[config.mk]
export PLATFORM = sky130hd
export DESIGN_NAME = cvsd_pcm_status_flags
export DESIGN_NICKNAME = d
export VERILOG_FILES = /design/src/hdl/cvsd_pcm_status_flags.v /design/src/hdl/cvsd_word_fifo.v
export VERILOG_INCLUDE_DIRS = /design/src /design/src/hdl
export SDC_FILE = /design/constraint.sdc
export NUM_CORES = 1
export LEC_CHECK = 0
export ABC_CLOCK_PERIOD_IN_PS = 6000
export BUFFER_PORTS_ARGS = -buffer_cell sky130_fd_sc_hd__buf_2
export CAP_MARGIN = 25
export CORE_ASPECT_RATIO = 0.9
export CORE_MARGIN = 8
export CORE_UTILIZATION = 40
export DETAILED_ROUTE_END_ITERATION = 12
export PLACE_DENSITY = 0.6
export SYNTH_ARGS = -nofsm -noshare
export SYNTH_HDL_FRONTEND = slang
export SYNTH_HIERARCHICAL = 1
export SYNTH_SLANG_ARGS = --single-unit
[constraint.sdc]
create_clock -name i_clock -period 6 [get_ports i_clock]
set_input_delay 1.2 -clock i_clock [delete_from_list [all_inputs] [get_ports i_clock]]
set_output_delay 1.2 -clock i_clock [all_outputs]
set_load 0.02 [all_outputs]
[src/hdl/cvsd_status_defines.vh]
// Purpose: Constants for the converter status and service-request logic
// Assumes: Included by bare name from the design files
// Notes:   Offsets, field positions, reset values and thresholds
`ifndef CVSD_STATUS_DEFINES_VH
`define CVSD_STATUS_DEFINES_VH

// ----------------------------------------------------------------
// Status register layout
// ----------------------------------------------------------------
`define STAT_WIDTH        16
`define STAT_RESET        16'h0000
`define STAT_NEARLY_EMPTY 0
`define STAT_NEARLY_FULL  1
`define STAT_PCM_SERVICE  2
`define STAT_UNDERRUN     3
`define STAT_OVERRUN      4
`define STAT_FREE_LSB     5
`define STAT_FREE_MSB     7
`define STAT_FILL_LSB     8
`define STAT_FILL_MSB     10
`define STAT_RSVD_LSB     11
`define STAT_RSVD_MSB     15

// ----------------------------------------------------------------
// FIFO geometry and thresholds
// ----------------------------------------------------------------
`define FIFO_WORD_WIDTH   16
`define FIFO_DEPTH        8
`define FIFO_CNT_WIDTH    4
`define NEAR_WORDS        4'h3
`define COUNT_FIELD_MAX   3'h7
`define COUNT_SAT_LEVEL   4'h7

`endif

[src/hdl/cvsd_pcm_status_flags.v]
// Purpose: Status flags and service requests of the CVSD/PCM converter
// Assumes: All inputs synchronous to i_clock; control bits held by caller
// Notes:   Read strobe is one cycle per status read
`timescale 1ns/1ps
`default_nettype none
`include "cvsd_status_defines.vh"

module cvsd_pcm_status_flags #(
   parameter WIDTH     = `FIFO_WORD_WIDTH,
   parameter DEPTH     = `FIFO_DEPTH,
   parameter CNT_WIDTH = `FIFO_CNT_WIDTH
)(
   input  wire                   i_clock,
   input  wire                   i_rstn,
   // Control bits
   input  wire                   i_converter_enable,
   input  wire                   i_freeze,
   input  wire                   i_fifo_level_irq_enable,
   input  wire                   i_fifo_error_irq_enable,
   input  wire                   i_pcm_irq_enable,
   input  wire                   i_in_fifo_dma_enable,
   input  wire                   i_out_fifo_dma_enable,
   // Status register read port
   input  wire                   i_status_rd,
   output wire [`STAT_WIDTH-1:0] o_converter_status,
   // Bus side of the CVSD FIFOs
   input  wire                   i_cvsd_in_wr,
   input  wire [WIDTH-1:0]       i_cvsd_in_data,
   input  wire                   i_cvsd_out_rd,
   output wire [WIDTH-1:0]       o_cvsd_out_data,
   // Core side of the CVSD FIFOs
   input  wire                   i_core_in_rd,
   output wire [WIDTH-1:0]       o_core_in_data,
   input  wire                   i_core_out_wr,
   input  wire [WIDTH-1:0]       i_core_out_data,
   // PCM holding registers
   input  wire                   i_pcm_in_wr,
   input  wire [WIDTH-1:0]       i_pcm_in_data,
   input  wire                   i_core_pcm_in_rd,
   output reg  [WIDTH-1:0]       o_core_pcm_in_data,
   input  wire                   i_core_pcm_out_wr,
   input  wire [WIDTH-1:0]       i_core_pcm_out_data,
   input  wire                   i_pcm_out_rd,
   output reg  [WIDTH-1:0]       o_pcm_output_holding,
   // Requests
   output wire                   o_irq,
   output wire                   o_in_fifo_dma_req,
   output wire                   o_out_fifo_dma_req
);

   // --------------------------------------------------------------
   // Declarations
   // --------------------------------------------------------------
   wire                 flush;
   wire                 core_in_pop;
   wire                 core_out_push;
   wire                 in_full;
   wire                 in_empty;
   wire                 out_full;
   wire                 out_empty;
   wire [CNT_WIDTH-1:0] in_count;
   wire [CNT_WIDTH-1:0] out_count;
   reg  [CNT_WIDTH-1:0] in_count_prev_q;
   reg  [CNT_WIDTH-1:0] out_count_prev_q;
   wire                 ne_event;
   wire                 nf_event;
   wire                 ur_event;
   wire                 or_event;
   wire                 pcm_event;
   wire                 clear_level;
   wire                 clear_sticky;

   reg                  in_fifo_nearly_empty_q;
   reg                  in_fifo_nearly_empty_d;
   reg                  out_fifo_nearly_full_q;
   reg                  out_fifo_nearly_full_d;
   reg                  pcm_service_flag_q;
   reg                  pcm_service_flag_d;
   reg                  in_fifo_underrun_q;
   reg                  in_fifo_underrun_d;
   reg                  out_fifo_overrun_q;
   reg                  out_fifo_overrun_d;

   reg                  pcm_out_full_q;
   reg                  pcm_in_empty_q;
   wire                 pcm_out_load;
   wire                 pcm_in_take;

   reg  [2:0]           in_fifo_free_count;
   reg  [2:0]           out_fifo_fill_count;
   wire [CNT_WIDTH-1:0] in_free_words;

   // Disabling the converter returns the block to reset, except the PCM input data and FIFO read data registers
   assign flush = ~i_converter_enable;

   // --------------------------------------------------------------
   // Core access gating
   // --------------------------------------------------------------
   // Freeze halts the core's FIFO accesses and PCM output loads; core PCM input reads still take
   assign core_in_pop   = i_core_in_rd & ~i_freeze;
   assign core_out_push = i_core_out_wr & ~i_freeze;
   assign pcm_out_load  = i_core_pcm_out_wr & ~i_freeze;
   assign pcm_in_take   = i_core_pcm_in_rd & ~pcm_in_empty_q;

   // --------------------------------------------------------------
   // CVSD FIFOs
   // --------------------------------------------------------------
   cvsd_word_fifo #(
      .WIDTH     (WIDTH),
      .DEPTH     (DEPTH),
      .CNT_WIDTH (CNT_WIDTH)
   ) u_in_fifo (
      .i_clock (i_clock),
      .i_rstn  (i_rstn),
      .i_flush (flush),
      .i_push  (i_cvsd_in_wr),
      .i_wdata (i_cvsd_in_data),
      .i_pop   (core_in_pop),
      .o_rdata (o_core_in_data),
      .o_count (in_count),
      .o_full  (in_full),
      .o_empty (in_empty)
   );

   cvsd_word_fifo #(
      .WIDTH     (WIDTH),
      .DEPTH     (DEPTH),
      .CNT_WIDTH (CNT_WIDTH)
   ) u_out_fifo (
      .i_clock (i_clock),
      .i_rstn  (i_rstn),
      .i_flush (flush),
      .i_push  (core_out_push),
      .i_wdata (i_core_out_data),
      .i_pop   (i_cvsd_out_rd),
      .o_rdata (o_cvsd_out_data),
      .o_count (out_count),
      .o_full  (out_full),
      .o_empty (out_empty)
   );

   // --------------------------------------------------------------
   // Event detection
   // --------------------------------------------------------------
   always @(posedge i_clock or negedge i_rstn)
   begin
      if (!i_rstn)
      begin
         in_count_prev_q  <= {CNT_WIDTH{1'b0}};
         out_count_prev_q <= {CNT_WIDTH{1'b0}};
      end
      else
      begin
         in_count_prev_q  <= in_count;
         out_count_prev_q <= out_count;
      end
   end

   // Edge-triggered so a read clear is not instantly undone
   assign ne_event = (in_count == `NEAR_WORDS)
                     & (in_count_prev_q != `NEAR_WORDS);
   assign nf_event = (out_count == DEPTH[CNT_WIDTH-1:0] - `NEAR_WORDS)
                     & (out_count_prev_q
                        != DEPTH[CNT_WIDTH-1:0] - `NEAR_WORDS);
   assign ur_event  = core_in_pop & in_empty;
   assign or_event  = core_out_push & out_full;
   assign pcm_event = pcm_out_load | pcm_in_take;

   // Level flags clear on any read; sticky ones hold in freeze
   assign clear_level  = i_status_rd;
   assign clear_sticky = i_status_rd & ~i_freeze;

   // --------------------------------------------------------------
   // Flag next state: a set in the clearing cycle wins
   // --------------------------------------------------------------
   always @*
   begin
      in_fifo_nearly_empty_d = in_fifo_nearly_empty_q;
      out_fifo_nearly_full_d = out_fifo_nearly_full_q;
      pcm_service_flag_d     = pcm_service_flag_q;
      in_fifo_underrun_d     = in_fifo_underrun_q;
      out_fifo_overrun_d     = out_fifo_overrun_q;
      if (clear_level)
      begin
         in_fifo_nearly_empty_d = 1'b0;
         out_fifo_nearly_full_d = 1'b0;
      end
      if (clear_sticky)
      begin
         pcm_service_flag_d = 1'b0;
         in_fifo_underrun_d = 1'b0;
         out_fifo_overrun_d = 1'b0;
      end
      if (ne_event)
      begin
         in_fifo_nearly_empty_d = 1'b1;
      end
      if (nf_event)
      begin
         out_fifo_nearly_full_d = 1'b1;
      end
      if (pcm_event)
      begin
         pcm_service_flag_d = 1'b1;
      end
      if (ur_event)
      begin
         in_fifo_underrun_d = 1'b1;
      end
      if (or_event)
      begin
         out_fifo_overrun_d = 1'b1;
      end
   end

   // --------------------------------------------------------------
   // Flag registers
   // --------------------------------------------------------------
   always @(posedge i_clock or negedge i_rstn)
   begin
      if (!i_rstn)
      begin
         in_fifo_nearly_empty_q <= 1'b0;
         out_fifo_nearly_full_q <= 1'b0;
         pcm_service_flag_q     <= 1'b0;
         in_fifo_underrun_q     <= 1'b0;
         out_fifo_overrun_q     <= 1'b0;
      end
      else if (flush)
      begin
         in_fifo_nearly_empty_q <= 1'b0;
         out_fifo_nearly_full_q <= 1'b0;
         pcm_service_flag_q     <= 1'b0;
         in_fifo_underrun_q     <= 1'b0;
         out_fifo_overrun_q     <= 1'b0;
      end
      else
      begin
         in_fifo_nearly_empty_q <= in_fifo_nearly_empty_d;
         out_fifo_nearly_full_q <= out_fifo_nearly_full_d;
         pcm_service_flag_q     <= pcm_service_flag_d;
         in_fifo_underrun_q     <= in_fifo_underrun_d;
         out_fifo_overrun_q     <= out_fifo_overrun_d;
      end
   end

   // --------------------------------------------------------------
   // PCM holding registers
   // --------------------------------------------------------------
   // Double buffering gives software a full sample period to respond
   always @(posedge i_clock or negedge i_rstn)
   begin
      if (!i_rstn)
      begin
         o_pcm_output_holding <= {WIDTH{1'b0}};
         o_core_pcm_in_data   <= {WIDTH{1'b0}};
         pcm_out_full_q       <= 1'b0;
         pcm_in_empty_q       <= 1'b1;
      end
      else if (flush)
      begin
         o_pcm_output_holding <= {WIDTH{1'b0}};
         pcm_out_full_q       <= 1'b0;
         pcm_in_empty_q       <= 1'b1;
      end
      else
      begin
         if (pcm_out_load)
         begin
            o_pcm_output_holding <= i_core_pcm_out_data;
            pcm_out_full_q       <= 1'b1;
         end
         else if (i_pcm_out_rd)
         begin
            pcm_out_full_q <= 1'b0;
         end
         if (i_pcm_in_wr)
         begin
            o_core_pcm_in_data <= i_pcm_in_data;
            pcm_in_empty_q     <= 1'b0;
         end
         else if (pcm_in_take)
         begin
            pcm_in_empty_q <= 1'b1;
         end
      end
   end

   // --------------------------------------------------------------
   // Count fields
   // --------------------------------------------------------------
   // Three bits cannot show eight, so the ends saturate
   assign in_free_words = DEPTH[CNT_WIDTH-1:0] - in_count;
   always @*
   begin
      if (in_count >= `COUNT_SAT_LEVEL)
      begin
         in_fifo_free_count = 3'h0;
      end
      else if (in_count == {CNT_WIDTH{1'b0}})
      begin
         in_fifo_free_count = `COUNT_FIELD_MAX;
      end
      else
      begin
         in_fifo_free_count = in_free_words[2:0];
      end
   end

   always @*
   begin
      if (out_count >= `COUNT_SAT_LEVEL)
      begin
         out_fifo_fill_count = `COUNT_FIELD_MAX;
      end
      else
      begin
         out_fifo_fill_count = out_count[2:0];
      end
   end

   // --------------------------------------------------------------
   // Status register
   // --------------------------------------------------------------
   // Counts are live; with the FIFOs flushed the free count reads 7,
   // not zero, so force the reset value while disabled
   assign o_converter_status = flush ? `STAT_RESET : {
      5'h00,
      out_fifo_fill_count,
      in_fifo_free_count,
      out_fifo_overrun_q,
      in_fifo_underrun_q,
      pcm_service_flag_q,
      out_fifo_nearly_full_q,
      in_fifo_nearly_empty_q
   };

   // --------------------------------------------------------------
   // Interrupt and DMA requests
   // --------------------------------------------------------------
   assign o_irq = ~flush & (
      ((in_fifo_nearly_empty_q | out_fifo_nearly_full_q)
         & i_fifo_level_irq_enable)
      | ((in_fifo_underrun_q | out_fifo_overrun_q)
         & i_fifo_error_irq_enable)
      | (pcm_service_flag_q & i_pcm_irq_enable));

   assign o_in_fifo_dma_req  = ~flush & in_fifo_nearly_empty_q
                               & i_in_fifo_dma_enable;
   assign o_out_fifo_dma_req = ~flush & out_fifo_nearly_full_q
                               & i_out_fifo_dma_enable;

endmodule // cvsd_pcm_status_flags

`default_nettype wire

[src/hdl/cvsd_word_fifo.v]
// Purpose: Word FIFO used for the CVSD input and output streams
// Assumes: Single clock; a push when full or a pop when empty is ignored
// Notes:   Read data is registered on a pop
`timescale 1ns/1ps
`default_nettype none

module cvsd_word_fifo #(
   parameter WIDTH     = 16,
   parameter DEPTH     = 8,
   parameter CNT_WIDTH = 4
)(
   input  wire             i_clock,
   input  wire             i_rstn,
   input  wire             i_flush,
   input  wire             i_push,
   input  wire [WIDTH-1:0] i_wdata,
   input  wire             i_pop,
   output reg  [WIDTH-1:0] o_rdata,
   output reg  [CNT_WIDTH-1:0] o_count,
   output wire             o_full,
   output wire             o_empty
);

   localparam PTR_W = CNT_WIDTH - 1;

   reg [WIDTH-1:0] mem [0:DEPTH-1];
   reg [PTR_W-1:0] wr_ptr_q;
   reg [PTR_W-1:0] rd_ptr_q;
   wire            do_push;
   wire            do_pop;

   assign o_full  = (o_count == DEPTH[CNT_WIDTH-1:0]);
   assign o_empty = (o_count == {CNT_WIDTH{1'b0}});
   assign do_push = i_push & ~o_full;
   assign do_pop  = i_pop & ~o_empty;

   // --------------------------------------------------------------
   // Storage: no reset, contents are don't-care until written
   // --------------------------------------------------------------
   always @(posedge i_clock)
   begin
      if (do_push)
      begin
         mem[wr_ptr_q] <= i_wdata;
      end
   end

   // --------------------------------------------------------------
   // Pointers, count and read register
   // --------------------------------------------------------------
   always @(posedge i_clock or negedge i_rstn)
   begin
      if (!i_rstn)
      begin
         wr_ptr_q <= {PTR_W{1'b0}};
         rd_ptr_q <= {PTR_W{1'b0}};
         o_count  <= {CNT_WIDTH{1'b0}};
         o_rdata  <= {WIDTH{1'b0}};
      end
      else if (i_flush)
      begin
         wr_ptr_q <= {PTR_W{1'b0}};
         rd_ptr_q <= {PTR_W{1'b0}};
         o_count  <= {CNT_WIDTH{1'b0}};
      end
      else
      begin
         if (do_push)
         begin
            wr_ptr_q <= wr_ptr_q + 1'b1;
         end
         if (do_pop)
         begin
            rd_ptr_q <= rd_ptr_q + 1'b1;
            o_rdata  <= mem[rd_ptr_q];
         end
         if (do_push & ~do_pop)
         begin
            o_count <= o_count + 1'b1;
         end
         else if (do_pop & ~do_push)
         begin
            o_count <= o_count - 1'b1;
         end
      end
   end

endmodule // cvsd_word_fifo

`default_nettype wire

==> results of run 1 <==
==> per-layer routing <==
layer  vias up  GRT usage  part of all wire
met5         -          0            0.0015
met4         8    0.04511             0.021
met3        52    0.03956             0.058
met2       197     0.2404              0.46
met1      4144     0.2005              0.46
li1       3921          -                 -
==> flip-flops by register name (all words and copies together) (netlist names), 3 cells and up <==
| signal | flops |
|---|---|
| u_in_fifo/o_rdata | 16 |
| o_pcm_output_holding | 16 |
| u_out_fifo/o_count | 4 |
| u_out_fifo/wr_ptr_q | 3 |
| u_in_fifo/wr_ptr_q | 3 |
| o_core_pcm_in_data | 16 |
| u_out_fifo/rd_ptr_q | 3 |
| u_in_fifo/mem | 128 |
| u_in_fifo/o_count | 4 |
| u_out_fifo/mem | 128 |
| in_count_prev_q | 4 |
| u_out_fifo/o_rdata | 16 |
| out_count_prev_q | 4 |
| u_in_fifo/rd_ptr_q | 3 |
==> worst max-delay path: stages <==
cell                     delay [ps]
sky130_fd_sc_hd__buf_2          190
sky130_fd_sc_hd__inv_2          210
sky130_fd_sc_hd__buf_4          450
sky130_fd_sc_hd__nor2_1          90
sky130_fd_sc_hd__buf_2          170
==> power by group through the flow <==
| stage | combinational, mW | clock [mW] | sequential (mW) |
|---|---|---|---|
| finish | 1.48 | 2.32 | 3.11 |
| global route | 1.64 | 2.48 | 3.15 |
| CTS | 1.51 | 2.38 | 3.11 |
| detailed placement | 1.50 | 0 | 3.16 |
| global placement | 1.48 | 0 | 3.15 |
| floorplan | 0.987 | 0 | 3.21 |
==> per-stage QoR <==
stage | area (um^2) | power [mW]
after global routing | 16860 | 7.262
after CTS | 16860 | 7.001
after global placement | 15590 | 4.625
after floorplan | 14280 | 4.201
after detailed placement | 15610 | 4.661
final | 16870 | 6.902
==> cell type report <==
type,count,area (um^2)
repair buffers,180,970.9
inverters,13,48.80
well taps,469,586.8
fillers,3089,18270
diodes,3,7.507
flip-flops and latches,354,10150
clock buffers,53,1090
clock inverters,18,163.9
multi-input cells,542,3851
==> how the worst max path moves through the flow <==
stage                       startpoint               endpoint
floorplan                i_core_out_wr   u_out_fifo/mem[0][0]
global placement    i_converter_enable  o_converter_status[8]
detailed placement            i_freeze   u_in_fifo/o_count[3]
CTS                 i_converter_enable  o_converter_status[9]
global route        i_converter_enable  o_converter_status[9]
finish              i_converter_enable  o_converter_status[9]
==> out/qor.csv, run 1 <==
metric;value;unit
via count of the first global-routing pass;8491;
type of the setup path with the least slack;primary input to primary output;
category of the worst setup path launch point;primary input;
most frequent cells in the layout;256 x sky130_fd_sc_hd__edfxtp_1, 157 x sky130_fd_sc_hd__buf_2, 134 x sky130_fd_sc_hd__mux2i_1;
pin count of the biggest net entering global routing;55;
max-slew violation count;0;
layout-stage area growth over the synthesis result;18.27;%
Comb power frac;0.214;
count of cells along the worst hold path;2;
slew at the pin closest to its max-slew limit;1035;ps
total gr overflow;0;
first-pass GRT wire length;50.08;mm
number of endpoints with negative hold slack in the final report;0;
net switching power of the design;2.047;mW
number of nets still failing antenna checks after routing;0;
detailed router's first-iteration violation count;564;
count of placed standard cells in the final layout, fillers left out;1632;
clock tree root driver cell;sky130_fd_sc_hd__clkbuf_16;
Highest Clock Rate;282.4;MHz
HPWL Detailed;19.01;mm
Avg Cell Area, Syn;14.79;um^2
Worst-path clk slew;60;ps
most common cell after layout, fill and taps aside;sky130_fd_sc_hd__edfxtp_1;
Clk network pwr share;0.335;
type of destination of the critical path;primary output;
post-cts repair resize count;0;
worst clock skew;19.38;ps
WL per Instance;19.88;um
post-route setup slack;2459;ps
Hold Path Origin;u_out_fifo/o_rdata[0];
initial antenna violation count;6;
Cells after Synth;964;
CTS tree;done;
Starting Density;0.4059;
worst slack after detailed placement;2435;ps
Lkg Pwr;6.402;nW
maximum vdd ir drop;0.2582;mV
IO Pins;165;
number of nets in the finished design;1224;
H-tree depth;2;
maximum fanout along the worst path;42;
CTS Hold Bufs;0;
per-cell via count in the routed design;5.099;
std cell rows;65;
critical register-to-register path startpoint;u_in_fifo/o_count[2];
wirelength, routed;32.44;mm
global router's overall resource usage;0.1506;
share of the clock period used by the worst path;0.5901;
count of input and output buffers;158;
worst hold endpoint;u_out_fifo/o_rdata[0];
worst path arrival time;2340;ps
Max-slew headroom;0.3090;
Syn. warnings;6;
buffer levels on the longest clock path;3;
Required @ worst endpoint;4800;ps
worst min-delay path class;register to register;
endpoint of the worst register-to-register path;u_in_fifo/o_count[3];
Flop pwr share;0.450;
count of final setup violators;0;
final design utilization;0.4801;
detailed-route DRC error count;0;
total iterations of the first detailed-routing run;5;
TritonCTS Buffers;39;
worst hold slack;466.6;ps
clock sink count;354;
RSZ-0062 raised after global routing;false;
FF-to-FF setup slack;3360;ps
Total Neg Setup Slack;0;ps
synthesized area;0.01426;mm^2
ratio of cells with drive above 1 in the final layout;0.2448;
Cell Count Post-Placement;1558;
Setup Fix Bufs, Post-CTS;0;
Cell Pwr Density;409.2;mW/mm^2
time the final worst path needs with I/O delays and setup;3541;ps
Floorplan Core Area;0.03513;mm^2
die width;215.0;um
Die Span Y;195.1;um
Skew-Pair Late Insertion Delay;530;ps
switching share of total power;0.2966;
outcome;finished clean;
Worst Reg-to-Reg Cells;7;
reported max-cap violation count;0;
total number of vias;8322;
Die Area;0.04196;mm^2
Power Internal;4.855;mW
Placer Congestion;0.7083;
No activity file was read; power rests on OpenSTA's default activity.
==> run 2: changes to the inputs <==
--- a/config.mk
+++ b/config.mk
@@ -6,7 +6,8 @@
 export SDC_FILE = /design/constraint.sdc
 export NUM_CORES = 1
 export LEC_CHECK = 0
-export ABC_CLOCK_PERIOD_IN_PS = 6000
+export ABC_AREA = 1
+export ABC_CLOCK_PERIOD_IN_PS = 3370
 export BUFFER_PORTS_ARGS = -buffer_cell sky130_fd_sc_hd__buf_2
 export CAP_MARGIN = 25
 export CORE_ASPECT_RATIO = 0.9
==> constraint.sdc (replaced) <==
create_clock -name i_clock -period 3.37 [get_ports i_clock]
set_input_delay 0.674 -clock i_clock [delete_from_list [all_inputs] [get_ports i_clock]]
set_output_delay 0.674 -clock i_clock [all_outputs]
set_load 0.02 [all_outputs]
==> run 2 against run 1 <==
Wire length grew 2.3%; clock-buffer cell count increased by 3; critical path depth stayed put; core utilization decreased by 0.77 points; final cell count up 18%; design area grew 1.3%; sequential cell count is the same; worst setup slack got worse by 1500 ps; largest cell class unchanged.
==> out/qor.csv, run 2 <==
metric;value;unit
number of endpoints with negative hold slack in the final report;0;
number of nets in the finished design;1505;
Placer Congestion;0.7574;
most frequent cells in the layout;256 x sky130_fd_sc_hd__edfxtp_1, 217 x sky130_fd_sc_hd__nor2_1, 188 x sky130_fd_sc_hd__nand2_1;
Cells after Synth;1243;
Die Area;0.04315;mm^2
category of the worst setup path launch point;register;
fill cell total of the finished layout;3235;
reported max-cap violation count;0;
wirelength, routed;33.18;mm
Max stage delay on crit path;510;ps
Die Span Y;197.9;um
IO Pins;165;
count of final setup violators;0;
clock sink count;354;
Avg Cell Area, Syn;11.83;um^2
CTS Hold Bufs;0;
Highest Clock Rate;415.6;MHz
Cell Pwr Density;705.5;mW/mm^2
first-pass GRT wire length;52.31;mm
post-route setup slack;963.8;ps
endpoint of the worst register-to-register path;u_in_fifo/o_count[3];
outcome;finished clean;
FF/Latch Area;0.01014;mm^2
worst clock skew;22.22;ps
Starting Density;0.4064;
Floorplan Core Area;0.03617;mm^2
most common cell after layout, fill and taps aside;sky130_fd_sc_hd__edfxtp_1;
Total Neg Setup Slack;0;ps
slew at the pin closest to its max-slew limit;834.5;ps
Lkg Pwr;6.869;nW
per-cell via count in the routed design;4.908;
ratio of cells with drive above 1 in the final layout;0.2117;
total gr overflow;0;
count of input and output buffers;158;
global router's overall resource usage;0.1527;
initial antenna violation count;5;
clock tree root driver cell;sky130_fd_sc_hd__clkbuf_16;
H-tree depth;2;
Required @ worst endpoint;2700;ps
Worst Reg-to-Reg Cells;10;
Max-slew headroom;0.4431;
synthesized area;0.01470;mm^2
RSZ-0062 raised after global routing;false;
Syn. warnings;6;
multi-input logic area;0.003865;mm^2
slowest cell on the critical path;sky130_fd_sc_hd__dfrtp_1;
via count of the first global-routing pass;9317;
critical register-to-register path startpoint;u_in_fifo/o_count[2];
die width;218.1;um
maximum vdd ir drop;0.3741;mV
Setup Fix Bufs, Post-CTS;0;
biggest registers after layout;u_in_fifo/mem x128, u_out_fifo/mem x128;
pin count of the biggest net entering global routing;67;
worst slack after detailed placement;753.2;ps
max-slew violation count;0;
TritonCTS Buffers;39;
time the final worst path needs with I/O delays and setup;2406;ps
type of destination of the critical path;primary output;
FF-to-FF setup slack;1350;ps
layout-stage area growth over the synthesis result;16.22;%
WL per Instance;17.29;um
Skew-Pair Late Insertion Delay;530;ps
post-cts repair resize count;0;
family with the most delay on the worst path;flip-flops;
CTS tree;done;
std cell rows;66;
type of the setup path with the least slack;register to primary output;
share of the clock period used by the worst path;0.7140;
detailed router's first-iteration violation count;711;
CP most frequent cell;sky130_fd_sc_hd__inv_1;
HPWL Detailed;20.09;mm
worst path arrival time;1730;ps
worst min-delay path class;primary input to async pin;
detailed-route DRC error count;0;
maximum fanout along the worst path;7;
buffer levels on the longest clock path;3;
Worst Path Buf+Inv;3;
CP cell instances;inv_1 -> ha_1 -> inv_1 -> a21oi_1 -> buf_2;
total number of vias;9418;
total iterations of the first detailed-routing run;4;
number of nets still failing antenna checks after routing;0;
Worst-path clk slew;60;ps
[run 2: cell count changes in the layout (fill, tap and decap cells not counted), sizes merged, moves of 16 or more]
cell    previous run  this run
mux2i            134         0
nor2              37       237
o211ai             4        64
mux2              16         0
nand2            116       200
o21ai              3       184
a22oi             66         0
inv               14        58
[run 2: worst register-to-register path, stage by stage (launching register included)]
cell and delay, ps:
sky130_fd_sc_hd__dfrtp_1 500, sky130_fd_sc_hd__nor2_2 190, sky130_fd_sc_hd__nand2_2 90, sky130_fd_sc_hd__nand2_4 130
sky130_fd_sc_hd__nand3_4 130, sky130_fd_sc_hd__ha_1 310, sky130_fd_sc_hd__a21o_1 160, sky130_fd_sc_hd__a21oi_1 180
sky130_fd_sc_hd__nand3_1 100, sky130_fd_sc_hd__nand3_1 80, sky130_fd_sc_hd__nand2_1 50
[run 2: worst max-delay path by stage]
stage / start / end / slack [ps] / cells after the start
4_1_cts: u_in_fifo/o_count[0] / o_converter_status[6] / 930 / 5
6_report: u_in_fifo/o_count[1] / o_converter_status[6] / 960 / 5
3_5_place_dp: i_freeze / u_out_fifo/mem[2][13] / 750 / 7
3_3_place_gp: i_freeze / u_out_fifo/mem[6][9] / 800 / 7
5_1_grt: u_in_fifo/o_count[1] / o_converter_status[6] / 830 / 5
2_1_floorplan: i_core_out_wr / u_out_fifo/mem[0][0] / 770 / 6
[run 2: per-layer routing]
layer	vias up	GRT usage	wire length [um]
li1	4655	-	-
met1	4516	0.1994	14930
met3	55	0.03539	1813
met4	6	0.04028	659
met5	-	0	35
met2	186	0.2539	15740
[run 2: layout make-up]
class | instances | share of cell area
clock buffers | 56 | 0.06445
multi-input cells | 771 | 0.2262
repair buffers | 189 | 0.06078
inverters | 56 | 0.01289
flip-flops and latches | 354 | 0.5937
diodes | 2 | 0.0002929
well taps | 476 | 0.03486
clock inverters | 15 | 0.006811
[run 2: stage by stage]
| stage | utilization | hold WS [ps] | area, um^2 | power [mW] | cells |
|---|---|---|---|---|---|
| global route | 0.4723 | 235.6 | 17080 | 12.73 | 1918 |
| global placement | 0.4386 | 458.9 | 15860 | 8.111 | 1846 |
| floorplan | - | 378.4 | 14720 | 7.417 | 1247 |
| CTS | 0.4722 | 187.7 | 17080 | 12.23 | 1917 |
| detailed placement | 0.4386 | 460.5 | 15860 | 8.167 | 1846 |
| finish | 0.4724 | 169.5 | 17090 | 12.05 | 1919 |
[run 2: where the power goes]
group | internal, mW | switching, mW | leakage [nW]
Combinational | 0.850 | 1.81 | 2.70
Sequential | 5.13 | 0.252 | 3.58
Clock | 2.36 | 1.65 | 0.596
Total | 8.33 | 3.72 | 6.87
